## config.mk

```make
export PLATFORM = sky130hd
export DESIGN_NAME = i2csl_slave
export DESIGN_NICKNAME = d
export VERILOG_FILES = /design/src/i2csl_pkg.sv /design/src/i2csl_slave.sv /design/src/i2csl_fifo.sv
export SDC_FILE = /design/constraint.sdc
export NUM_CORES = 1
export LEC_CHECK = 0
export BUFFER_PORTS_ARGS = -buffer_cell sky130_fd_sc_hd__buf_4
export CORE_ASPECT_RATIO = 0.5
export CORE_MARGIN = 2
export CORE_UTILIZATION = 53
export CTS_BUF_LIST = sky130_fd_sc_hd__clkbuf_8 sky130_fd_sc_hd__clkbuf_16
export DETAILED_ROUTE_END_ITERATION = 10
export HOLD_SLACK_MARGIN = 0.03
export PLACE_DENSITY = 0.77
export SKIP_LAST_GASP = 1
export SLEW_MARGIN = 5
export SYNTH_ARGS = -nofsm -noshare
export SYNTH_HDL_FRONTEND = slang
export SYNTH_SLANG_ARGS = --single-unit
```

## constraint.sdc

```tcl
create_clock -name clk_i -period 2.7 [get_ports clk_i]
set_input_delay 0.135 -clock clk_i [delete_from_list [all_inputs] [get_ports clk_i]]
set_output_delay 0.135 -clock clk_i [all_outputs]
set_load 0.02 [all_outputs]
```

## src/i2csl_pkg.sv

```systemverilog
// Shared constants and types for the two-wire slave event block
package i2csl_pkg;

  // Timing: system clock and released-clock low period
  localparam int unsigned CLK_PERIOD_NS = 40;
  localparam int unsigned LOW_TIME_NS   = 5000;
  localparam int unsigned LOW_CYCLES    =
    (LOW_TIME_NS + CLK_PERIOD_NS - 1) / CLK_PERIOD_NS;
  localparam int unsigned LOW_CNT_W     = $clog2(LOW_CYCLES + 1);

  // Register bus
  localparam int unsigned WB_AW = 8;
  localparam int unsigned WB_DW = 32;
  localparam logic [7:0] OFS_DATA_BUFFER     = 8'h00;
  localparam logic [7:0] OFS_BUS_CONTROL_ONE = 8'h04;
  localparam logic [7:0] OFS_BUS_CONTROL_TWO = 8'h08;
  localparam logic [7:0] OFS_BUS_STATUS      = 8'h0C;
  localparam logic [7:0] OFS_OWN_ADDRESS     = 8'h10;

  // Field positions
  localparam int unsigned CR1_BC_LSB   = 0;
  localparam int unsigned CR1_NACK_BIT = 4;
  localparam int unsigned CR2_PIN_BIT  = 4;
  localparam int unsigned CR2_TRX_BIT  = 6;
  localparam int unsigned CR2_MST_BIT  = 7;
  localparam int unsigned OWN_SA_LSB   = 1;
  localparam int unsigned SR_LRB_BIT   = 0;
  localparam int unsigned SR_GC_BIT    = 1;
  localparam int unsigned SR_AAS_BIT   = 2;
  localparam int unsigned SR_AL_BIT    = 3;
  localparam int unsigned SR_PIN_BIT   = 4;
  localparam int unsigned SR_RXV_BIT   = 5;
  localparam int unsigned SR_TRX_BIT   = 6;
  localparam int unsigned SR_MST_BIT   = 7;

  // Reset values
  localparam logic       RST_PIN  = 1'b1;
  localparam logic       RST_NACK = 1'b0;
  localparam logic [2:0] RST_BC   = 3'h0;
  localparam logic [6:0] RST_OWN  = 7'h00;

  // Word framing
  localparam logic [7:0] GC_ADDRESS = 8'h00;
  localparam logic [3:0] ADDR_BITS  = 4'h8;
  localparam logic [3:0] FULL_BITS  = 4'h8;
  localparam logic [3:0] SKIP_LAST  = 4'h8;
  localparam int unsigned DATA_W     = 8;
  localparam int unsigned FIFO_DEPTH = 16;

  typedef enum logic [2:0] {
    ST_IDLE = 3'b000,
    ST_ADDR = 3'b001,
    ST_ACK  = 3'b010,
    ST_HOLD = 3'b011,
    ST_DATA = 3'b100,
    ST_PUSH = 3'b101,
    ST_SKIP = 3'b110
  } i2csl_state_t;

endpackage : i2csl_pkg

```

## src/i2csl_slave.sv

```systemverilog
// Two-wire bus slave: address match, events, clock stretching
//
// Implementation choices: the placing of the registers and the Wishbone register port.
`timescale 1ns/1ps
module i2csl_slave #(
  parameter int unsigned LOW_CYC = i2csl_pkg::LOW_CYCLES,
  parameter int unsigned RX_DEPTH = i2csl_pkg::FIFO_DEPTH
) (
  input  wire logic                       clk_i,
  input  wire logic                       rst_i,
  input  wire logic                       wb_cyc_i,
  input  wire logic                       wb_stb_i,
  input  wire logic                       wb_we_i,
  input  wire logic [i2csl_pkg::WB_AW-1:0] wb_adr_i,
  input  wire logic [3:0]                 wb_sel_i,
  input  wire logic [i2csl_pkg::WB_DW-1:0] wb_dat_i,
  output logic                            wb_ack_o,
  output logic      [i2csl_pkg::WB_DW-1:0] wb_dat_o,
  input  wire logic                       scl_i,
  output logic                            scl_o,
  output logic                            scl_oe_o,
  input  wire logic                       sda_i,
  output logic                            sda_o,
  output logic                            sda_oe_o,
  input  wire logic                       arb_lost_i,
  output logic                            master_role_status_o,
  output logic                            transmit_direction_status_o,
  output logic                            service_pending_flag_o,
  output logic      [2:0]                 word_bit_count_o,
  output logic                            serial_bus_interrupt_o
);
  import i2csl_pkg::*;

  typedef struct packed {
    i2csl_state_t         st;
    logic                 scl_s1;
    logic                 scl_s2;
    logic                 scl_d;
    logic                 sda_s1;
    logic                 sda_s2;
    logic                 sda_d;
    logic [3:0]           bit_cnt;
    logic [3:0]           wlen;
    logic [7:0]           shift;
    logic [7:0]           tx_buf;
    logic                 is_tx;
    logic [LOW_CNT_W-1:0] low_cnt;
    logic                 mst;
    logic                 trx;
    logic                 al;
    logic                 aas;
    logic                 gc;
    logic                 lrb;
    logic                 pin;
    logic [2:0]           bc;
    logic                 nack_dis;
    logic [6:0]           own;
    logic                 line_lvl;
    logic                 scl_oe;
    logic                 sda_oe;
    logic                 irq;
    logic                 wb_ack;
    logic [WB_DW-1:0]     wb_dat;
    logic                 rx_pop;
    logic                 rx_push;
    logic [7:0]           rx_data;
  } i2csl_regs_t;

  localparam i2csl_regs_t RST_REGS = '{
    st:       ST_IDLE,
    pin:      RST_PIN,
    bc:       RST_BC,
    nack_dis: RST_NACK,
    own:      RST_OWN,
    scl_s1:   1'b1,
    scl_s2:   1'b1,
    scl_d:    1'b1,
    sda_s1:   1'b1,
    sda_s2:   1'b1,
    sda_d:    1'b1,
    default:  '0
  };

  i2csl_regs_t r;
  i2csl_regs_t n;

  logic       bus_req;
  logic       data_wr;
  logic       scl_rise;
  logic       scl_fall;
  logic       start_det;
  logic       stop_det;
  logic       own_hit;
  logic       gc_hit;
  logic       rx_in_ready;
  logic       rx_valid;
  logic [7:0] rx_q;
  logic [7:0] status;
  logic       raise;

  i2csl_fifo #(
    .WIDTH (DATA_W),
    .DEPTH (RX_DEPTH)
  ) u_rx_fifo (
    .clk_i       (clk_i),
    .rst_i       (rst_i),
    .in_valid_i  (r.rx_push),
    .in_ready_o  (rx_in_ready),
    .in_data_i   (r.rx_data),
    .out_valid_o (rx_valid),
    .out_ready_i (r.rx_pop),
    .out_data_o  (rx_q)
  );

  assign bus_req   = wb_cyc_i && wb_stb_i && !r.wb_ack;
  assign data_wr   = bus_req && wb_we_i && wb_sel_i[0] &&
                     (wb_adr_i == OFS_DATA_BUFFER);
  // Only the second and third sync stages feed edge logic
  assign scl_rise  = r.scl_s2 && !r.scl_d;
  assign scl_fall  = !r.scl_s2 && r.scl_d;
  assign start_det = r.scl_s2 && r.scl_d && r.sda_d && !r.sda_s2;
  assign stop_det  = r.scl_s2 && r.scl_d && !r.sda_d && r.sda_s2;
  assign own_hit   = (r.shift[7:1] == r.own);
  assign gc_hit    = (r.shift == GC_ADDRESS);

  always_comb begin
    status = '0;
    status[SR_LRB_BIT] = r.lrb;
    status[SR_GC_BIT]  = r.gc;
    status[SR_AAS_BIT] = r.aas;
    status[SR_AL_BIT]  = r.al;
    status[SR_PIN_BIT] = r.pin;
    status[SR_RXV_BIT] = rx_valid;
    status[SR_TRX_BIT] = r.trx;
    status[SR_MST_BIT] = r.mst;
  end

  always_comb begin
    n = r;
    raise = 1'b0;
    n.scl_s1 = scl_i;
    n.scl_s2 = r.scl_s1;
    n.scl_d  = r.scl_s2;
    n.sda_s1 = sda_i;
    n.sda_s2 = r.sda_s1;
    n.sda_d  = r.sda_s2;
    n.irq     = 1'b0;
    n.wb_ack  = 1'b0;
    n.rx_pop  = 1'b0;
    n.rx_push = 1'b0;

    // Register slave; answers every address, unmapped reads as zero
    if (bus_req) begin
      n.wb_ack = 1'b1;
      n.wb_dat = '0;
      case (wb_adr_i)
        OFS_DATA_BUFFER: begin
          // Empty FIFO reads as zero, never a stale entry
          n.wb_dat[7:0] = rx_valid ? rx_q : 8'h00;
          if (!wb_we_i && rx_valid) begin
            n.rx_pop = 1'b1;
          end
          if (data_wr) begin
            n.tx_buf = wb_dat_i[7:0];
            n.pin = 1'b1;
            if (r.al && !r.aas) begin
              n.al = 1'b0;
            end
          end
        end
        OFS_BUS_CONTROL_ONE: begin
          n.wb_dat[CR1_BC_LSB +: 3] = r.bc;
          n.wb_dat[CR1_NACK_BIT]    = r.nack_dis;
          if (wb_we_i && wb_sel_i[0]) begin
            n.bc       = wb_dat_i[CR1_BC_LSB +: 3];
            n.nack_dis = wb_dat_i[CR1_NACK_BIT];
          end
        end
        OFS_BUS_CONTROL_TWO: begin
          n.wb_dat[CR2_PIN_BIT] = r.pin;
          n.wb_dat[CR2_TRX_BIT] = r.trx;
          n.wb_dat[CR2_MST_BIT] = r.mst;
          if (wb_we_i && wb_sel_i[0]) begin
            // Pending can only be set by software, never cleared
            if (wb_dat_i[CR2_PIN_BIT]) begin
              n.pin = 1'b1;
            end
            n.trx = wb_dat_i[CR2_TRX_BIT];
            n.mst = wb_dat_i[CR2_MST_BIT];
          end
        end
        OFS_BUS_STATUS: begin
          n.wb_dat[7:0] = status;
        end
        OFS_OWN_ADDRESS: begin
          n.wb_dat[OWN_SA_LSB +: 7] = r.own;
          if (wb_we_i && wb_sel_i[0]) begin
            n.own = wb_dat_i[OWN_SA_LSB +: 7];
          end
        end
        default: begin
        end
      endcase
    end

    case (r.st)
      ST_IDLE: begin
      end
      ST_ADDR: begin
        if (scl_rise) begin
          n.shift   = {r.shift[6:0], r.sda_s2};
          n.bit_cnt = r.bit_cnt + 4'h1;
        end else if (scl_fall && r.bit_cnt == ADDR_BITS) begin
          // Detection only while the ack clock is enabled
          if (!r.nack_dis && (own_hit || gc_hit)) begin
            n.aas    = 1'b1;
            n.gc     = gc_hit;
            n.trx    = r.shift[0];
            n.sda_oe = 1'b1;
            n.st     = ST_ACK;
          end else begin
            n.st = ST_SKIP;
          end
        end
      end
      ST_ACK: begin
        if (scl_rise) begin
          n.lrb = r.sda_s2;
        end else if (scl_fall) begin
          n.sda_oe = 1'b0;
          raise = 1'b1;
        end
      end
      ST_HOLD: begin
        if (r.pin) begin
          if (r.low_cnt == LOW_CNT_W'(LOW_CYC - 1)) begin
            n.scl_oe  = 1'b0;
            n.bit_cnt = '0;
            n.wlen    = (r.bc == 3'h0) ? FULL_BITS : {1'b0, r.bc};
            n.is_tx   = r.trx;
            if (!r.aas) begin
              n.st = ST_SKIP;
            end else begin
              n.st = ST_DATA;
              if (r.trx) begin
                n.sda_oe = !r.tx_buf[7];
                n.shift  = {r.tx_buf[6:0], 1'b0};
              end
            end
          end else begin
            n.low_cnt = r.low_cnt + 1'b1;
          end
        end
      end
      ST_DATA: begin
        if (scl_rise) begin
          n.bit_cnt = r.bit_cnt + 4'h1;
          if (!r.is_tx) begin
            n.shift = {r.shift[6:0], r.sda_s2};
          end
        end else if (scl_fall) begin
          if (r.bit_cnt == r.wlen) begin
            if (r.is_tx) begin
              n.sda_oe = 1'b0;
              if (r.nack_dis) begin
                raise = 1'b1;
              end else begin
                n.st = ST_ACK;
              end
            end else begin
              // Stretch here until the receive FIFO has room
              n.scl_oe = 1'b1;
              n.st     = ST_PUSH;
            end
          end else if (r.is_tx) begin
            n.sda_oe = !r.shift[7];
            n.shift  = {r.shift[6:0], 1'b0};
          end
        end
      end
      ST_PUSH: begin
        if (rx_in_ready) begin
          n.rx_push = 1'b1;
          n.rx_data = r.shift;
          if (r.nack_dis) begin
            raise = 1'b1;
          end else begin
            n.scl_oe = 1'b0;
            n.sda_oe = 1'b1;
            n.st     = ST_ACK;
          end
        end
      end
      ST_SKIP: begin
        if (scl_fall) begin
          if (r.bit_cnt == SKIP_LAST) begin
            n.bit_cnt = '0;
            if (r.al) begin
              raise = 1'b1;
            end
          end else begin
            n.bit_cnt = r.bit_cnt + 4'h1;
          end
        end
      end
      default: begin
        n.st = ST_IDLE;
      end
    endcase

    // Applied after bus writes so a hardware event beats a software set
    if (raise) begin
      n.irq     = 1'b1;
      n.pin     = 1'b0;
      n.scl_oe  = 1'b1;
      n.low_cnt = '0;
      n.st      = ST_HOLD;
    end
    if (start_det) begin
      n.st      = ST_ADDR;
      n.bit_cnt = '0;
      n.aas     = 1'b0;
      n.gc      = 1'b0;
      n.sda_oe  = 1'b0;
      n.scl_oe  = 1'b0;
    end else if (stop_det) begin
      n.st     = ST_IDLE;
      n.aas    = 1'b0;
      n.sda_oe = 1'b0;
      n.scl_oe = 1'b0;
    end
    if (arb_lost_i && r.mst) begin
      n.mst = 1'b0;
      n.al  = 1'b1;
    end
  end

  always_ff @(posedge clk_i) begin
    if (rst_i) begin
      r <= RST_REGS;
    end else begin
      r <= n;
    end
  end

  assign wb_ack_o                    = r.wb_ack;
  assign wb_dat_o                    = r.wb_dat;
  assign scl_o                       = r.line_lvl;
  assign scl_oe_o                    = r.scl_oe;
  assign sda_o                       = r.line_lvl;
  assign sda_oe_o                    = r.sda_oe;
  assign master_role_status_o        = r.mst;
  assign transmit_direction_status_o = r.trx;
  assign service_pending_flag_o      = r.pin;
  assign word_bit_count_o            = r.bc;
  assign serial_bus_interrupt_o      = r.irq;
endmodule : i2csl_slave

```

## src/i2csl_fifo.sv

```systemverilog
// Receive word FIFO with valid/ready on both sides
`timescale 1ns/1ps
module i2csl_fifo #(
  parameter int unsigned WIDTH = 8,
  parameter int unsigned DEPTH = 16
) (
  input  wire logic             clk_i,
  input  wire logic             rst_i,
  input  wire logic             in_valid_i,
  output logic                  in_ready_o,
  input  wire logic [WIDTH-1:0] in_data_i,
  output logic                  out_valid_o,
  input  wire logic             out_ready_i,
  output logic      [WIDTH-1:0] out_data_o
);
  localparam int unsigned AW = $clog2(DEPTH);

  typedef struct packed {
    logic [AW-1:0] wr_ptr;
    logic [AW-1:0] rd_ptr;
    logic [AW:0]   count;
  } i2csl_fifo_t;

  i2csl_fifo_t r;
  i2csl_fifo_t n;
  logic [WIDTH-1:0] mem [DEPTH];
  logic push;
  logic pop;

  assign in_ready_o  = (r.count != (AW+1)'(DEPTH));
  assign out_valid_o = (r.count != '0);
  assign out_data_o  = mem[r.rd_ptr];
  assign push        = in_valid_i && in_ready_o;
  assign pop         = out_ready_i && out_valid_o;

  always_comb begin
    n = r;
    if (push) begin
      n.wr_ptr = (r.wr_ptr == AW'(DEPTH - 1)) ? '0 : r.wr_ptr + 1'b1;
    end
    if (pop) begin
      n.rd_ptr = (r.rd_ptr == AW'(DEPTH - 1)) ? '0 : r.rd_ptr + 1'b1;
    end
    if (push && !pop) begin
      n.count = r.count + 1'b1;
    end else if (pop && !push) begin
      n.count = r.count - 1'b1;
    end
  end

  always_ff @(posedge clk_i) begin
    if (rst_i) begin
      r <= '0;
    end else begin
      r <= n;
    end
  end

  // Storage carries no reset, only the pointers and the count need one
  always_ff @(posedge clk_i) begin
    if (push) begin
      mem[r.wr_ptr] <= in_data_i;
    end
  end

endmodule : i2csl_fifo

```

==> summary.txt <==
Setup path
  • CP arrival: 2.97 ns
  • Setup crit start kind: flop
  • Largest fanout on the critical path: 4
  • Cell family with most CP delay: simple AND/OR/NAND/NOR gates
  • Crit-path max cell delay: 0.40 ns
  • Critical Path, Cell by Cell: nor4_2 -> buf_4 -> nand2b_1 -> nand2_1 -> ha_2 -> inv_2 -> fa_2 -> a21o_1 -> a21oi_2 -> xnor2_1 -> or3_1 -> a21oi_1
  • Critical-path cell with the highest stage delay: sky130_fd_sc_hd__fa_2
  • CP required: 3.12 ns
  • Type of the setup path with the least slack: flop to flop
  • Crit end category: flop
  • Count of buffer and inverter cells on the critical path: 2

Synth
  • Sequential element share of the synthesized area: 58.6%
  • Yosys warning count: 0
  • Dominant register cell in the synthesized netlist: sky130_fd_sc_hd__edfxtp_1
  • Count of flip-flops with a built-in enable after synthesis: 128
  • Most frequent cell after synthesis: sky130_fd_sc_hd__edfxtp_1
  • Share of async-settable or async-resettable flops after synthesis: 0%
  • Number of unique standard cell types used by synthesis: 62
  • Cell types occupying the most area after synthesis: sky130_fd_sc_hd__edfxtp_1, sky130_fd_sc_hd__dfxtp_1, sky130_fd_sc_hd__mux4_2, sky130_fd_sc_hd__mux2i_1, sky130_fd_sc_hd__nor2_1
  • Most instantiated cells after synthesis: sky130_fd_sc_hd__edfxtp_1, sky130_fd_sc_hd__dfxtp_1, sky130_fd_sc_hd__nor2_1
  • Mean area per synthesized cell: 12.5 um2
  • Number of register bits inferred by synthesis: 226
  • Portion of synthesized cell area occupied by the leading cell type: 38.8%
  • Post-Synthesis Cells: 794
  • Cell type contributing the most total cell area after synthesis: sky130_fd_sc_hd__edfxtp_1
  • Combined area of all synthesized cells: 9910 um2

Routing
  • DRC: 0
  • Remaining antenna violation count after routing: 0
  • Average via count per standard cell: 5.83
  • Vias post-DR: 6,480
  • Average wire length per cell after detail routing: 19.5 um
  • Drt initial violations: 507
  • DRT Wirelength: 21,700 um
  • 1st-pass router iterations: 5

Timing
  • Post-route worst hold slack: 0.131 ns
  • Crit share post-route: 94.6%
  • Count of endpoints failing setup in the final report: 0
  • RSZ-0062 raised after global routing: no
  • Setup clock skew after layout: 0.0201 ns
  • Post-route minimum period: 2.56 ns
  • Achievable clock frequency: 391 MHz
  • Measured slew at the worst slew-check pin: 0.897 ns
  • Final Hold Viols: 0
  • Final count of pins violating max slew: 0
  • Worst rel slew slack: 40.0%

Global routing
  • Antenna violations before repair: 0
  • Largest net degree at the start of global routing: 59
  • Via count of the first global-routing pass: 6,153
  • Total congestion overflow after global routing: 0
  • Global-route wire length before repair: 34,200 um
  • Overall track demand over capacity in global routing: 22.4%

CTS
  • Number of sinks driven by the clock tree: 226
  • Clk Latency, worst-skew pair: 0.50 ns
  • Maximum root-to-sink buffer count: 3
  • Cts bufs inserted: 21
  • Clock input transition at the sequential cells of the worst setup and hold paths: 0.06 ns
  • CTS tree: done
  • CTS root buffer: sky130_fd_sc_hd__clkbuf_16
  • Number of levels in the clock H-tree: 1

Power
  • Flop pwr share: 54.5%
  • Leakage power summed over all cells: 0.00402 uW
  • Part of the power in the clock network: 42.6%
  • Areal power density over the cells: 589 nW/um2
  • Internal power contribution: 5280 uW
  • Peak ir drop on the vdd network: 0.000481 V
  • Sw frac: 20.4%
  • Switching component of the power: 1350 uW
  • Fraction of power consumed by combinational cells: 2.9%

Final layout
  • Area growth syn-to-layout: 13.6%
  • Fill count: 1,373
  • N_diodes: 0
  • Area used by multi-input combinational logic: 3710 um2
  • Fin area: 11,300 um2
  • Number of nets in the layout: 927
  • Final instance count without filler cells: 1,111
  • Register area: 5810 um2
  • Share of cells above drive strength 1: 19.4%

Worst hold path
  • Hold WC Path Type: primary input to flop

Floorplan
  • Cell Rows: 35
  • Core outline area: 18,300 um2
  • Overall die width: 197 um
  • Starting Density: 54.0%
  • Total die area: 19,900 um2
  • Die height: 101 um
  • IO Pins: 96

Placed design
  • I/O Buffers: 42
  • Post-Place Cell Area: 10,500 um2
  • Post-DP HPWL: 14,500 um
  • Last weighted congestion value of the routability-driven placer: 0.935
  • Number of cells in the design after placement: 1,061

Status
  • Outcome: complete, no violations

Job
  • Max-cap viol count: 0
## worst register-to-register path, delay by kind of cell, from the launching register on
kind,cells,cell delay (ns)
DFF,1,0.35
adders and majority gates,2,0.60
buffers and inverters,2,0.24
xor gates and xnor gates,1,0.08
AOI/OAI and AO/OA,3,0.47
and+or+nand+nor,4,0.75
## layout by cell type (no fill, tap or decap), types with 5 or more instances in the layout
| cell type | n |
|---|---|
| sky130_fd_sc_hd__o21ai_0 | 15 |
| sky130_fd_sc_hd__a22oi_1 | 8 |
| sky130_fd_sc_hd__nor2_1 | 91 |
| sky130_fd_sc_hd__inv_1 | 19 |
| sky130_fd_sc_hd__mux4_2 | 35 |
| sky130_fd_sc_hd__dlygate4sd3_1 | 13 |
| sky130_fd_sc_hd__clkinv_2 | 5 |
| sky130_fd_sc_hd__xor2_1 | 13 |
| sky130_fd_sc_hd__mux2i_1 | 38 |
| sky130_fd_sc_hd__ha_1 | 15 |
| sky130_fd_sc_hd__or2_2 | 8 |
| sky130_fd_sc_hd__xnor2_1 | 15 |
| sky130_fd_sc_hd__clkinv_1 | 6 |
| sky130_fd_sc_hd__buf_4 | 76 |
| sky130_fd_sc_hd__a211oi_1 | 10 |
| sky130_fd_sc_hd__nor3_1 | 15 |
| sky130_fd_sc_hd__a21oi_1 | 44 |
| sky130_fd_sc_hd__clkbuf_16 | 21 |
| sky130_fd_sc_hd__nand2b_1 | 10 |
| sky130_fd_sc_hd__edfxtp_1 | 128 |
| sky130_fd_sc_hd__a21o_1 | 5 |
| sky130_fd_sc_hd__nand4_1 | 7 |
| sky130_fd_sc_hd__conb_1 | 26 |
| sky130_fd_sc_hd__nor2b_1 | 9 |
| sky130_fd_sc_hd__nand3_1 | 21 |
| sky130_fd_sc_hd__nand2_1 | 45 |
| sky130_fd_sc_hd__dfxtp_1 | 96 |
## registers in the layout, summed over array words and instances (netlist names), named ones only
| signal | cells |
|---|---|
| u_rx_fifo.mem | 128 |
| r | 59 |
| u_rx_fifo.r | 13 |
| wb_dat_o | 8 |
| n | 4 |
| word_bit_count_o | 3 |
| master_role_status_o | 1 |
| scl_oe_o | 1 |
| sda_oe_o | 1 |
| serial_bus_interrupt_o | 1 |
| service_pending_flag_o | 1 |
| transmit_direction_status_o | 1 |
| wb_ack_o | 1 |
## power groups by stage
stage	Combinational [uW]	Sequential (uW)	Clock, uW
after global routing	209	3610	3020
after CTS	190	3620	2870
after floorplan	147	3690	0
final	192	3620	2830
after detailed placement	174	3690	0
after global placement	172	3690	0
## final cells by class
type	instances	share of cell area (%)
inverter	18	0.600
sequential	226	51.6
timing repair buffer	90	6.40
clock inverter	16	1.10
clock buffer	21	4.67
tap	240	2.67
multi-input combinational	500	33.0
## through the flow
step | utilization [%] | setup TNS, ns | setup WS, ns | power [uW]
after detailed placement | 57.0 | -0.0525 | -0.0525 | 3860
after floorplan | - | 0 | 0.0258 | 3840
after global placement | 57.0 | 0 | 0.0628 | 3860
final | 61.4 | 0 | 0.145 | 6640
after CTS | 61.3 | 0 | 0.0578 | 6670
after global routing | 61.4 | 0 | 0.0221 | 6840
## path summary, 6_finish.rpt
path	from	to	slack [ns]	cells after the start
max	u_rx_fifo.r[0]$_SDFFE_PP0P_	u_rx_fifo.r[4]$_SDFFE_PP0P_	0.14	12
min	rst_i	u_rx_fifo.r[2]$_SDFFE_PP0P_	0.13	2
max reg2reg	u_rx_fifo.r[0]$_SDFFE_PP0P_	u_rx_fifo.r[4]$_SDFFE_PP0P_	0.14	12
min reg2reg	n[101]$_SDFF_PP1_	n[100]$_SDFF_PP1_	0.41	1
## layer usage
metal | GRT usage, % | share of wire (%) | vias up
li1 | - | - | 3002
met1 | 30.5 | 42 | 3151
met2 | 37.5 | 48 | 290
met3 | 3.85 | 7.6 | 37
met4 | 6.02 | 2.5 | 0
met5 | 0 | 0 | -
## cells by family (layout without fill, tap and decap cells)
group	count (synthesis)	in the layout	synth area share (%)
AOI/OAI and AO/OA	113	113	7.49
xor gates and xnor gates	28	28	2.47
other	1	26	0.0378
and+or+nand+nor	238	238	11.7
DFF	226	226	58.6
buffers and inverters	93	145	5.16
adders and majority gates	18	18	2.35
muxes	77	77	12.2
## what timing repair did
action	in CTS	in global routing
endpoints found under the hold margin	26	0
endpoints found under the setup margin	1	1
hold buffers	13	0
buffers inserted	0	0
gates resized for setup	3	4
(Power assumes the default switching activity.)
